## src/scd_pkg.sv

```systemverilog
// Shared constants for the sample clock delay and SYSREF window block.
// Assumes a 32-bit AXI4-Lite register bus and one 20 MHz system clock.
`default_nettype none
package scd_pkg;
    // Register byte offsets
    localparam logic [3:0] REG_CTRL = 4'h0;
    localparam logic [3:0] REG_DELAY = 4'h4;
    localparam logic [3:0] REG_STATUS = 4'h8;
    localparam logic [3:0] REG_FLAGS = 4'hc;
    // Control register field positions
    localparam int CTRL_DUAL = 0;
    localparam int CTRL_INV = 1;
    localparam int CTRL_RAMP_EN = 2;
    localparam int CTRL_RAMP_FAST = 3;
    localparam int CTRL_STEP_FINE = 4;
    localparam int CTRL_SEL_LSB = 8;
    localparam int SEL_W = 4;
    // Delay register field positions
    localparam int DELAY_COARSE_LSB = 0;
    localparam int DELAY_FINE_LSB = 8;
    // Values after reset
    localparam logic [11:0] CTRL_RST = 12'h001;
    localparam logic [15:0] DELAY_RST = 16'h0000;
    // Ramp timing in clock cycles
    localparam int RAMP_PERIOD = 384;
    localparam int RAMP_TICK_W = 9;
    localparam int RAMP_STEP_SLOW = 1;
    localparam int RAMP_STEP_FAST = 4;
    // Window detector
    localparam int NUM_PHASES = 24;
    localparam int MIN_SYSREF_EDGES = 3;
    // Weights of the delay parts in fine units
    localparam int FINE_DELAY_CODE_UNIT = 1;
    localparam int COARSE_DELAY_CODE_UNIT = 16;
    localparam int TAD_HALF_UNIT = 4096;
    // Bus responses
    localparam logic [1:0] RESP_OKAY = 2'h0;
    localparam logic [1:0] RESP_SLVERR = 2'h2;
endpackage
`default_nettype wire

```

## src/scd_ramp.sv

```systemverilog
// Coarse delay ramp: walks the active coarse code toward its target.
// Assumes load is a one-cycle pulse from the register file on sys_clk.
`timescale 1ns/100ps
`default_nettype none
module scd_ramp
    import scd_pkg::*;
#(
    parameter int CODE_W = 8
)(
    input wire logic sys_clk,
    input wire logic rst_n,
    input wire logic clk_en,
    input wire logic load,
    input wire logic ramp_en,
    input wire logic fast,
    input wire logic [CODE_W-1:0] target_in,
    output logic [CODE_W-1:0] active,
    output logic [CODE_W-1:0] target,
    output logic busy
);
    localparam logic [RAMP_TICK_W-1:0] TICK_LAST = RAMP_TICK_W'(RAMP_PERIOD - 1);

    logic [RAMP_TICK_W-1:0] tick; // Cycles since last step
    logic [RAMP_TICK_W-1:0] next_tick;
    logic [CODE_W-1:0] next_active;
    logic [CODE_W-1:0] next_target;
    logic next_busy;

    // Next ramp state
    always_comb
    begin
        logic [CODE_W-1:0] gap;
        logic [CODE_W-1:0] step;
        gap = '0;
        step = '0;
        next_tick = tick;
        next_active = active;
        next_target = target;
        if (load)
        begin
            // New target restarts the step timer
            next_target = target_in;
            next_tick = '0;
            if (!ramp_en)
                next_active = target_in;
        end
        else if (active != target)
        begin
            if (tick == TICK_LAST)
            begin
                // One step per period, clipped to the gap
                next_tick = '0;
                gap = (active < target) ? target - active : active - target;
                step = fast ? CODE_W'(RAMP_STEP_FAST) : CODE_W'(RAMP_STEP_SLOW);
                if (gap < step)
                    step = gap;
                next_active = (active < target) ? active + step : active - step;
            end
            else
                next_tick = tick + 1'b1;
        end
        else
            next_tick = '0;
        next_busy = next_active != next_target;
    end

    // Ramp registers
    always_ff @(posedge sys_clk or negedge rst_n)
    begin
        if (!rst_n)
        begin
            tick <= '0;
            active <= '0;
            target <= '0;
            busy <= 1'b0;
        end
        else if (clk_en)
        begin
            tick <= next_tick;
            active <= next_active;
            target <= next_target;
            busy <= next_busy;
        end
    end
endmodule // scd_ramp
`default_nettype wire

```

## src/scd_top.sv

```systemverilog
// Sample clock delay control and SYSREF window detector, AXI4-Lite slave.
// Assumes sysref_in and sysref_taps come from pins, asynchronous to sys_clk.
// Summary of operation
// Dual mode samples on rising edge only
// Single mode samples on both edges
// SYSREF may be pulse or periodic
// Periodic SYSREF tracks multiframe or multiblock rate
// 8b/10b SYSREF rate formula with ten
// 64b/66b SYSREF rate formula with 66x32
// SYSREF latched on one deterministic edge
// Invert setting adds half clock delay
// Coarse and fine codes select 256 steps
// Delay parts add independently
// One delay shifts output and SYSREF capture
// Delay rewritable live, link may realign
// Ramp steps coarse delay gradually
// Ramp rate one or four per 384
// Coarse write with ramp starts new ramp
// Window measures SYSREF against candidate phases
// Flags valid after three SYSREF edges
// Flag set for unsafe phase, clear otherwise
// Select routes capture through chosen phase
// Software picks phase midway between violations
// 24 flags, select reaches first 16
// Flags 0 and 23 always one; reset clears them until the first SYSREF edge
// Step field picks coarse or fine spacing
// Ramp stops and holds at target
// Ramp off means coarse write applies directly
`timescale 1ns/100ps
`default_nettype none
module scd_top
    import scd_pkg::*;
#(
    parameter int ADDR_W = 4,
    parameter int PHASES = NUM_PHASES,
    parameter int CODE_W = 8
)(
    input wire logic sys_clk,
    input wire logic rst_n,
    input wire logic clk_en,
    input wire logic [ADDR_W-1:0] s_axi_awaddr,
    input wire logic s_axi_awvalid,
    output logic s_axi_awready,
    input wire logic [31:0] s_axi_wdata,
    input wire logic [3:0] s_axi_wstrb,
    input wire logic s_axi_wvalid,
    output logic s_axi_wready,
    output logic [1:0] s_axi_bresp,
    output logic s_axi_bvalid,
    input wire logic s_axi_bready,
    input wire logic [ADDR_W-1:0] s_axi_araddr,
    input wire logic s_axi_arvalid,
    output logic s_axi_arready,
    output logic [31:0] s_axi_rdata,
    output logic [1:0] s_axi_rresp,
    output logic s_axi_rvalid,
    input wire logic s_axi_rready,
    input wire logic sysref_in,
    input wire logic [PHASES-1:0] sysref_taps,
    output logic sample_rise_en,
    output logic sample_fall_en,
    output logic clk_delay_invert,
    output logic [CODE_W-1:0] clk_delay_coarse,
    output logic [CODE_W-1:0] clk_delay_fine,
    output logic [15:0] clk_delay_total,
    output logic link_realign,
    output logic window_step_fine,
    output logic sysref_capture
);
    // Register file state
    logic [11:0] ctrl; // Mode, delay and window control
    logic [15:0] delay; // Coarse target and fine code
    logic aw_full; // Write address held
    logic w_full; // Write data held
    logic [ADDR_W-1:0] aw_addr;
    logic [31:0] w_data;
    logic [3:0] w_strb;
    logic coarse_load; // Pulse to the ramp
    logic [11:0] next_ctrl;
    logic [15:0] next_delay;
    logic next_aw_full;
    logic next_w_full;
    logic [ADDR_W-1:0] next_aw_addr;
    logic [31:0] next_w_data;
    logic [3:0] next_w_strb;
    logic next_coarse_load;
    logic next_awready;
    logic next_wready;
    logic [1:0] next_bresp;
    logic next_bvalid;
    logic next_arready;
    logic [31:0] next_rdata;
    logic [1:0] next_rresp;
    logic next_rvalid;
    // Ramp outputs
    logic ramp_busy;
    // Window detector state
    logic sr_s1; // First sync stage, read only by sr_s2
    logic sr_s2;
    logic sr_s3; // Previous level for edge detect
    logic [PHASES-1:0] tap_s1; // First sync stage
    logic [PHASES-1:0] tap_s2;
    logic [PHASES-1:0] tap_last; // Taps at previous edge
    logic [PHASES-1:0] flags; // Unsafe phase flags
    logic [1:0] edge_cnt; // Saturating SYSREF edge count
    logic flags_valid;
    logic [PHASES-1:0] raw_flag;
    logic [PHASES-1:0] next_tap_last;
    logic [PHASES-1:0] next_flags;
    logic [1:0] next_edge_cnt;
    logic next_flags_valid;
    logic next_capture;
    logic sysref_edge;
    // Clock output next values
    logic [15:0] next_total;
    logic next_realign;

    // Register file and AXI4-Lite handshakes
    always_comb
    begin
        logic [31:0] rd;
        logic hit;
        rd = '0;
        hit = 1'b1;
        next_ctrl = ctrl;
        next_delay = delay;
        next_aw_full = aw_full;
        next_w_full = w_full;
        next_aw_addr = aw_addr;
        next_w_data = w_data;
        next_w_strb = w_strb;
        next_coarse_load = 1'b0;
        next_bresp = s_axi_bresp;
        next_bvalid = s_axi_bvalid;
        next_rdata = s_axi_rdata;
        next_rresp = s_axi_rresp;
        next_rvalid = s_axi_rvalid;
        // Retire answers the master has taken
        if (s_axi_bvalid && s_axi_bready)
            next_bvalid = 1'b0;
        if (s_axi_rvalid && s_axi_rready)
            next_rvalid = 1'b0;
        // Write once address and data are both held
        if (aw_full && w_full && !s_axi_bvalid)
        begin
            next_aw_full = 1'b0;
            next_w_full = 1'b0;
            next_bvalid = 1'b1;
            next_bresp = RESP_OKAY;
            if (aw_addr == ADDR_W'(REG_CTRL))
            begin
                if (w_strb[0])
                    next_ctrl[7:0] = w_data[7:0];
                if (w_strb[1])
                    next_ctrl[11:8] = w_data[11:8];
            end
            else if (aw_addr == ADDR_W'(REG_DELAY))
            begin
                // Live rewrite allowed, link told by realign pulse
                if (w_strb[0])
                begin
                    next_delay[7:0] = w_data[7:0];
                    next_coarse_load = 1'b1;
                end
                if (w_strb[1])
                    next_delay[15:8] = w_data[15:8];
            end
            else if (aw_addr != ADDR_W'(REG_STATUS) && aw_addr != ADDR_W'(REG_FLAGS))
                next_bresp = RESP_SLVERR;
        end
        if (s_axi_awvalid && s_axi_awready)
        begin
            next_aw_full = 1'b1;
            next_aw_addr = s_axi_awaddr;
        end
        if (s_axi_wvalid && s_axi_wready)
        begin
            next_w_full = 1'b1;
            next_w_data = s_axi_wdata;
            next_w_strb = s_axi_wstrb;
        end
        // Read decode, answered at the address edge
        if (s_axi_arvalid && s_axi_arready)
        begin
            if (s_axi_araddr == ADDR_W'(REG_CTRL))
                rd = {20'h0, ctrl};
            else if (s_axi_araddr == ADDR_W'(REG_DELAY))
                rd = {16'h0, delay};
            else if (s_axi_araddr == ADDR_W'(REG_STATUS))
                rd = {20'h0, edge_cnt, flags_valid, ramp_busy, clk_delay_coarse};
            else if (s_axi_araddr == ADDR_W'(REG_FLAGS))
                rd = 32'(flags);
            else
                hit = 1'b0;
            next_rvalid = 1'b1;
            next_rdata = rd;
            next_rresp = hit ? RESP_OKAY : RESP_SLVERR;
        end
        next_awready = !next_aw_full;
        next_wready = !next_w_full;
        next_arready = !next_rvalid;
    end

    // Register file registers
    always_ff @(posedge sys_clk or negedge rst_n)
    begin
        if (!rst_n)
        begin
            ctrl <= CTRL_RST;
            delay <= DELAY_RST;
            aw_full <= 1'b0;
            w_full <= 1'b0;
            aw_addr <= '0;
            w_data <= 32'h0;
            w_strb <= 4'h0;
            coarse_load <= 1'b0;
            s_axi_awready <= 1'b0;
            s_axi_wready <= 1'b0;
            s_axi_bresp <= RESP_OKAY;
            s_axi_bvalid <= 1'b0;
            s_axi_arready <= 1'b0;
            s_axi_rdata <= 32'h0;
            s_axi_rresp <= RESP_OKAY;
            s_axi_rvalid <= 1'b0;
        end
        else if (clk_en)
        begin
            ctrl <= next_ctrl;
            delay <= next_delay;
            aw_full <= next_aw_full;
            w_full <= next_w_full;
            aw_addr <= next_aw_addr;
            w_data <= next_w_data;
            w_strb <= next_w_strb;
            coarse_load <= next_coarse_load;
            s_axi_awready <= next_awready;
            s_axi_wready <= next_wready;
            s_axi_bresp <= next_bresp;
            s_axi_bvalid <= next_bvalid;
            s_axi_arready <= next_arready;
            s_axi_rdata <= next_rdata;
            s_axi_rresp <= next_rresp;
            s_axi_rvalid <= next_rvalid;
        end
    end

    // Coarse delay ramp
    scd_ramp #(
        .CODE_W(CODE_W)
    ) u_ramp (
        .sys_clk(sys_clk),
        .rst_n(rst_n),
        .clk_en(clk_en),
        .load(coarse_load),
        .ramp_en(ctrl[CTRL_RAMP_EN]),
        .fast(ctrl[CTRL_RAMP_FAST]),
        .target_in(delay[DELAY_COARSE_LSB +: CODE_W]),
        .active(clk_delay_coarse),
        .target(),
        .busy(ramp_busy)
    );

    // Per phase unsafe test: edge nearby or unstable between SYSREF edges
    assign sysref_edge = sr_s2 & ~sr_s3;
    generate
        for (genvar i = 0; i < PHASES; i++)
        begin : g_flag
            if (i == 0 || i == PHASES - 1)
            begin : g_end
                assign raw_flag[i] = 1'b1;
            end
            else
            begin : g_mid
                assign raw_flag[i] = (tap_s2[i] ^ tap_s2[i-1]) | (tap_s2[i] ^ tap_s2[i+1])
                    | (tap_s2[i] ^ tap_last[i]);
            end
        end
    endgenerate

    // Window detector next values
    always_comb
    begin
        next_tap_last = tap_last;
        next_flags = flags;
        next_edge_cnt = edge_cnt;
        next_capture = 1'b0;
        if (sysref_edge)
        begin
            // Measure all candidate phases at this edge
            next_tap_last = tap_s2;
            next_flags = raw_flag;
            if (edge_cnt != 2'(MIN_SYSREF_EDGES))
                next_edge_cnt = edge_cnt + 1'b1;
            // Selected phase only, index below 16
            next_capture = tap_s2[ctrl[CTRL_SEL_LSB +: SEL_W]];
        end
        next_flags_valid = next_edge_cnt == 2'(MIN_SYSREF_EDGES);
    end

    // Window detector and synchroniser registers
    always_ff @(posedge sys_clk or negedge rst_n)
    begin
        if (!rst_n)
        begin
            sr_s1 <= 1'b0;
            sr_s2 <= 1'b0;
            sr_s3 <= 1'b0;
            tap_s1 <= '0;
            tap_s2 <= '0;
            tap_last <= '0;
            flags <= '0;
            edge_cnt <= 2'h0;
            flags_valid <= 1'b0;
            sysref_capture <= 1'b0;
        end
        else if (clk_en)
        begin
            sr_s1 <= sysref_in;
            sr_s2 <= sr_s1;
            sr_s3 <= sr_s2;
            tap_s1 <= sysref_taps;
            tap_s2 <= tap_s1;
            tap_last <= next_tap_last;
            flags <= next_flags;
            edge_cnt <= next_edge_cnt;
            flags_valid <= next_flags_valid;
            sysref_capture <= next_capture;
        end
    end

    // Combined delay of invert, coarse and fine parts
    always_comb
    begin
        next_total = (ctrl[CTRL_INV] ? 16'(TAD_HALF_UNIT) : 16'h0)
            + 16'(int'(clk_delay_coarse) * COARSE_DELAY_CODE_UNIT)
            + 16'(int'(delay[DELAY_FINE_LSB +: CODE_W]) * FINE_DELAY_CODE_UNIT);
        next_realign = next_total != clk_delay_total;
    end

    // Clock path outputs; one delay feeds all internal clocks
    always_ff @(posedge sys_clk or negedge rst_n)
    begin
        if (!rst_n)
        begin
            sample_rise_en <= 1'b0;
            sample_fall_en <= 1'b0;
            clk_delay_invert <= 1'b0;
            clk_delay_fine <= '0;
            clk_delay_total <= 16'h0;
            link_realign <= 1'b0;
            window_step_fine <= 1'b0;
        end
        else if (clk_en)
        begin
            sample_rise_en <= 1'b1;
            sample_fall_en <= !ctrl[CTRL_DUAL];
            clk_delay_invert <= ctrl[CTRL_INV];
            clk_delay_fine <= delay[DELAY_FINE_LSB +: CODE_W];
            clk_delay_total <= next_total;
            link_realign <= next_realign;
            window_step_fine <= ctrl[CTRL_STEP_FINE];
        end
    end
endmodule // scd_top
`default_nettype wire

```

## config.mk

```make
export PLATFORM = sky130hd
export DESIGN_NAME = scd_top
export DESIGN_NICKNAME = d
export VERILOG_FILES = /design/src/scd_pkg.sv /design/src/scd_ramp.sv /design/src/scd_top.sv
export SDC_FILE = /design/constraint.sdc
export NUM_CORES = 1
export LEC_CHECK = 0
export BUFFER_PORTS_ARGS = -buffer_cell sky130_fd_sc_hd__buf_2
export CORE_MARGIN = 4
export CORE_UTILIZATION = 60
export CTS_BUF_LIST = sky130_fd_sc_hd__clkbuf_8
export DETAILED_ROUTE_END_ITERATION = 8
export PLACE_DENSITY = 0.81
export REMOVE_ABC_BUFFERS = 1
export SYNTH_ARGS = -nofsm -noshare
export SYNTH_HDL_FRONTEND = slang
export SYNTH_SLANG_ARGS = --single-unit
export TNS_END_PERCENT = 1
```

## constraint.sdc

```tcl
create_clock -name sys_clk -period 8.2 [get_ports sys_clk]
set_input_delay 1.64 -clock sys_clk [delete_from_list [all_inputs] [get_ports sys_clk]]
set_output_delay 1.64 -clock sys_clk [all_outputs]
set_load 0.05 [all_outputs]
```

* Word level (Yosys, flattened, before mapping)
Index checks and enable logic that the tools add are counted.
** Word-level totals
- Flip-flop bits (word level) :: 251
- Bits of input ports :: 77
- Output and inout bits :: 79
- Logic and storage cells :: 226
** Operators by class
- $add $sub $neg :: 8
- $lt $le $gt $ge :: 3
- Eq/ne operators :: 12
- Muxes and demuxes :: 46
- Bitwise operators :: 92
- Reduce and logical (&&, ||, !) cells :: 26
** Operators by type and width (count)
- $mux 24 :: 4
- $mux 8 :: 11
- $xor 1x1->1 :: 45
- $or 1x1->1 :: 44
- $mux 9 :: 3
- $sub 8x8->8 :: 3
- $mux 1 :: 19
- $lt 8x8->1 :: 2
- $ne 15x16->1 :: 1
- $ne 8x8->1 :: 2
- $add 14x8->15 :: 1
- $add 13x12->14 :: 1
- $mux 13 :: 1
- $mux 2 :: 6
- $reduce_and 2->1 :: 6
- $reduce_and 5->1 :: 2
- $add 9x1->9 const B :: 1
- $eq 9x9->1 const B :: 1
- $add 8x8->8 :: 1
- $eq 4x3->1 const B :: 2
- $eq 4x4->1 const B :: 2
- $logic_and 1x1->1 :: 8
- $logic_not 4->1 :: 2
- $ne 4x4->1 const B :: 2
- 11 further kinds :: 17

* Logic depth before layout (Yosys ltp)
- Depth in word-level cells :: 13
- Mapped depth :: 31
- Depth with buffers taken out :: 30

* By module
Synthesis repeated with hierarchy kept, for this count alone.
** Second synthesis, totals
- Cells, all modules :: 1124
- Area, all modules :: 11883.9 sq um
** By module, submodules not included
- scd_top :: instances 1, cells an instance 817, area an instance 9177.6 sq um, seq. area each 5181.2 sq um
- scd_ramp :: instances 1, cells an instance 307, area an instance 2706.3 sq um, seq. area each 650.6 sq um

* Worst setup path after synthesis
Ideal clock, no wire load.
- Kind :: register to register
- Start :: reg u_ramp.active[5]
- End :: reg u_ramp.busy
- Library setup time :: 0.149 ns
- Arrival time :: 6.474 ns
- Required time :: 8.051 ns
- Path slack :: 1.576 ns
- Stages on the path, launching flop included :: 31
- Path buffers :: 3
- Period minus slack after synthesis :: 6.624 ns
- Cells stage by stage :: dfrtp_1 clkbuf_1 inv_1 ha_1 buf_6 nand4_2 a21o_1 o211ai_1 nand2_1 ha_1 inv_1 a31oi_1 a32oi_1 or4b_1 or4b_1 buf_2 mux2i_1 inv_1 ha_1 nand2_1 o21a_1 ha_1 nor2b_1 o21ai_0 a21boi_0 o21ai_0 o221ai_1 xor2_1 or4_1 a2111oi_0 a41oi_1
** Between the ends
- Longest elaborated chain between the ends :: 13
- Elaborated cells on any way between the ends :: 18
- Those cells by class :: add/sub (4); order compare (2); eq/ne (2); mux (10)
** Ends and longest elaborated chain
- from (decl) :: RTL line scd_ramp.sv:17 : output logic [CODE_W-1:0] active,
- from (signal assigned) :: RTL line scd_ramp.sv:80 : active <= next_active;
- $sub 8x8->8 or $lt 8x8->1 (tied branches) :: RTL line scd_ramp.sv:53, scd_ramp.sv:57
- $mux 8 :: RTL line scd_ramp.sv:53 : gap = (active < target) ? target - active : active - target;
- $lt 8x8->1 :: RTL line scd_ramp.sv:55 : if (gap < step)
- $mux 8 :: RTL line scd_ramp.sv:55
- $mux 8 :: RTL line scd_ramp.sv:49 : if (tick == TICK_LAST)
- $mux 8 :: RTL line scd_ramp.sv:47 : else if (active != target)
- $mux 8 :: RTL line scd_ramp.sv:39 : if (load)
- $sub 8x8->8 or $add 8x8->8 (tied branches) :: RTL line scd_ramp.sv:57 : next_active = (active < target) ? active + step : active - step;
- $mux 8 :: RTL line scd_ramp.sv:57
- $mux 8 :: RTL line scd_ramp.sv:49
- $mux 8 :: RTL line scd_ramp.sv:47
- $mux 8 (*) :: RTL line scd_ramp.sv:39
- $ne 8x8->1 (*) :: RTL line scd_ramp.sv:64 : next_busy = next_active != next_target;
- to (signal assigned) :: RTL line scd_ramp.sv:82 : busy <= next_busy;
- to (decl) :: RTL line scd_ramp.sv:19 : output logic busy
Mark *: on every way between the ends. The rest lies on a longest branch, timed or not. The select of a mux whose other input is x is not followed.
A chain may end at the register's enable or synchronous reset.

* Worst setup path after layout
- Start :: reg u_ramp.active[2]
- End :: reg u_ramp.busy
The elaborated chain is that of the path after synthesis.

==> run metrics <==
max-slew violations=0; vias after detailed routing=8790; post-layout minimum cycle time=7.34 ns; top cell type by total area after synthesis=dfrtp_1; CTS clock-pin slew for the worst setup and hold paths=0.06 ns; Post-Layout Cell Count=1502; Psw=about 0.0016 W; buffer type at the clock tree root=clkbuf_8; post-cts sizing count=0; share of final-layout standard cells stronger than drive strength 1=30.3%; Final setup viols=0; achievable clock frequency=136 MHz; number of placed instances with taps included=roughly 1400; Synth Register Bits=about 230; count of input and output buffers=roughly 130; remaining routing DRC violations=0; global placer's final weighted congestion=about 0.93; final global-route overflow total=0; Pre-antenna DRT Iters=5; wire length of the first global-routing pass=45.2 mm; Synth async-reset ratio=100%; highest fanout seen on the critical path=11; final-layout fill cell count=1460; logic gate share of total power=between 30% and 40%; cell area power density=307 nW/um^2; detailed router's first-iteration violation count=516; Die Span X=148 um; clock sink count=233; largest buffer count on any clock path=3; number of buffers inserted to repair setup after CTS=0; number of hold-repair buffers added at the cts stage=0; post-route clock skew=0.0214 ns; initial antenna violation count=4; synthesized area per cell=between 10 and 15 sq um; most frequently used cell type in the post-synthesis netlist=dfrtp_1; Clk pwr share=24.3%; Slew headroom=a little under a quarter; crit-path max cell delay=0.67 ns; net count reported at finish=1318; vias in the first global route=just under 9000; Final Hold Vio Count=0; Sum Neg Setup Slack=0 ns; result of the run=completed; part of the power in registers=44.4%; Worst path most repeated cell=ha_1; crit path kind=flop to flop; height of the die=approximately 150 um; number of maximum-capacitance constraint violations=0; initial standard-cell utilization of the core=60.9%; number of placed I/O pins=between 150 and 200; cell area reported after detailed placement=approximately 13000 sq um; worst-margin pin slew=1.15 ns; portion of the clock cycle consumed by the worst path in the final layout=about nine tenths; layout overhead on the synthesized area=13.3%; Clock Latency Late Sink=between 0.5 and 0.6 ns; pre-CTS setup slack=~1 ns; Total GRT Usage=between 20% and 30%; cell-internal power=between 0.002 and 0.003 W; Leak Pwr=6.20 nW; clock buffers created by TritonCTS=39; data required time at the worst endpoint=8.58 ns; nature of the critical path endpoint=flop; min-delay worst type=flop to flop; master of the slowest instance on the critical path=or4b_1; die outline area=22000 sq um; FP Rows=51; setup repair after global routing missed its margin=no; top cells by area, synth=dfrtp_1, mux2_2, o21ai_0; share of synthesized area occupied by flip-flops and latches=around 49%; total detailed-routing wirelength=around 28 mm; area fraction of the dominant cell type after synthesis=49.1%; post-synth design cell area=11800 sq um; synthesis warning total=0; crit start category=flop; count of flip-flops with a built-in enable after synthesis=0; Mapped Cells=1087; core area=19400 sq um; number of different library cells in the post-synthesis netlist=72; peak supply drop=0.170 mV; top cell types by occurrence after synthesis=dfrtp_1, mux2_2, nand2_1; Routed wire per std cell=roughly 19 um; maximum number of pins on one net before global-route repair=161; switch share=between 30% and 40%; main flop type after synthesis=dfrtp_1; half-perimeter wire length after detailed placement=19.8 mm; CTS tree=yes; H-tree lvl count=2; post-route antenna net violation count=0; finished layout cell area=13400 sq um; arrival time worst endpoint=7.72 ns; DR vias/cell=between 5 and 6; worst setup slack after layout=0.863 ns
[metrics by stage]
step                      hold WS, ns  util [%]  total power, W
after floorplan                 0.444         -         0.00271
after global placement          0.448      65.0         0.00306
after detailed placement        0.446      65.0         0.00312
after CTS                       0.460      69.0         0.00413
after global routing            0.478      69.0         0.00434
final                           0.457      69.0         0.00411
[flip-flops by register name (all words and copies together) (netlist names), 12 cells and up]
| name | count |
|---|---|
| tap_last | 22 |
| s_axi_rdata | 24 |
| ctrl | 12 |
| tap_s1 | 24 |
| w_data | 16 |
| flags | 23 |
| tap_s2 | 24 |
| delay | 16 |
[worst paths after layout]
check	from	to	slack, ns	cells after the start
setup / recovery	u_ramp.active[2]	u_ramp.busy	0.86	27
hold / removal	sample_rise_en	sample_rise_en	0.46	1
setup reg to reg	u_ramp.active[2]	u_ramp.busy	0.86	27
hold reg to reg	sample_rise_en	sample_rise_en	0.46	1
max in group asynchronous	rst_n	flags[2]	5.85	2
min in group asynchronous	rst_n	s_axi_wready	1.05	1
[power groups by stage]
stage	Sequential, W	Clock [W]	Combinational, W
final	0.00182	0.000998	0.00128
after detailed placement	0.00184	0	0.00128
after global placement	0.00181	0	0.00124
after floorplan	0.00200	0	0.000711
after global routing	0.00187	0.00107	0.00140
after CTS	0.00182	0.00102	0.00129
[cells by family after synthesis]
logic type	Yosys count	share of synthesized area, %
simple gates	286	12.0
fa+ha+maj	33	3.75
buf+inv	102	3.84
mux	167	16.3
compound gates	227	11.9
flops	233	49.3
other cells	1	0.0317
xor+xnor	38	2.82
[final cells by class]
cell class	count	area (sq um)	share of cell area, %
diodes	2	5.00	0.0374
repair buffers	135	726	5.42
clock inverters	20	108	0.804
clock buffers	48	661	4.93
inverters	36	135	1.01
multi-input cells	763	5590	41.8
well taps	265	332	2.48
flip-flops and latches	233	5830	43.6
[worst max-delay path, delay by kind of cell (launching register included)]
| family | cells | cell delay, ns |
|---|---|---|
| mux | 1 | 0.27 |
| xor+xnor | 1 | 0.19 |
| fa+ha+maj | 4 | 1.29 |
| compound gates | 11 | 2.41 |
| simple gates | 7 | 2.18 |
| buf+inv | 3 | 0.27 |
| flops | 1 | 0.56 |
[per-layer routing]
metal / vias to the layer above / global-route usage (%) / wire length [um] / share of wire (%)
met2: 262 / 42.5 / 13700 / 49
met5: - / 0 / 15 / 0.054
met1: 4327 / 33.4 / 11600 / 42
met3: 75 / 4.94 / 1700 / 6.1
met4: 4 / 10.0 / 942 / 3.4
li1: 4122 / - / - / -
[cells in the final DEF, fill, tap and decap left out, types with 10 or more instances in the layout]
cell type / synthesis / layout
a21oi_1: 50 / 50
or2_2: 11 / 11
xnor2_1: 22 / 22
xor2_1: 16 / 16
o31ai_1: 19 / 19
nand3_1: 21 / 20
nor2b_1: 12 / 12
clkbuf_8: 0 / 48
nor2_1: 33 / 33
buf_4: 16 / 10
nand2_1: 121 / 120
ha_1: 29 / 29
conb_1: 1 / 12
mux2i_1: 11 / 11
dfrtp_1: 232 / 232
inv_1: 36 / 47
nand4_1: 28 / 28
buf_2: 3 / 123
mux2_2: 150 / 150
o21ai_0: 94 / 94
Note: power is estimated with default switching activity, not from simulation.
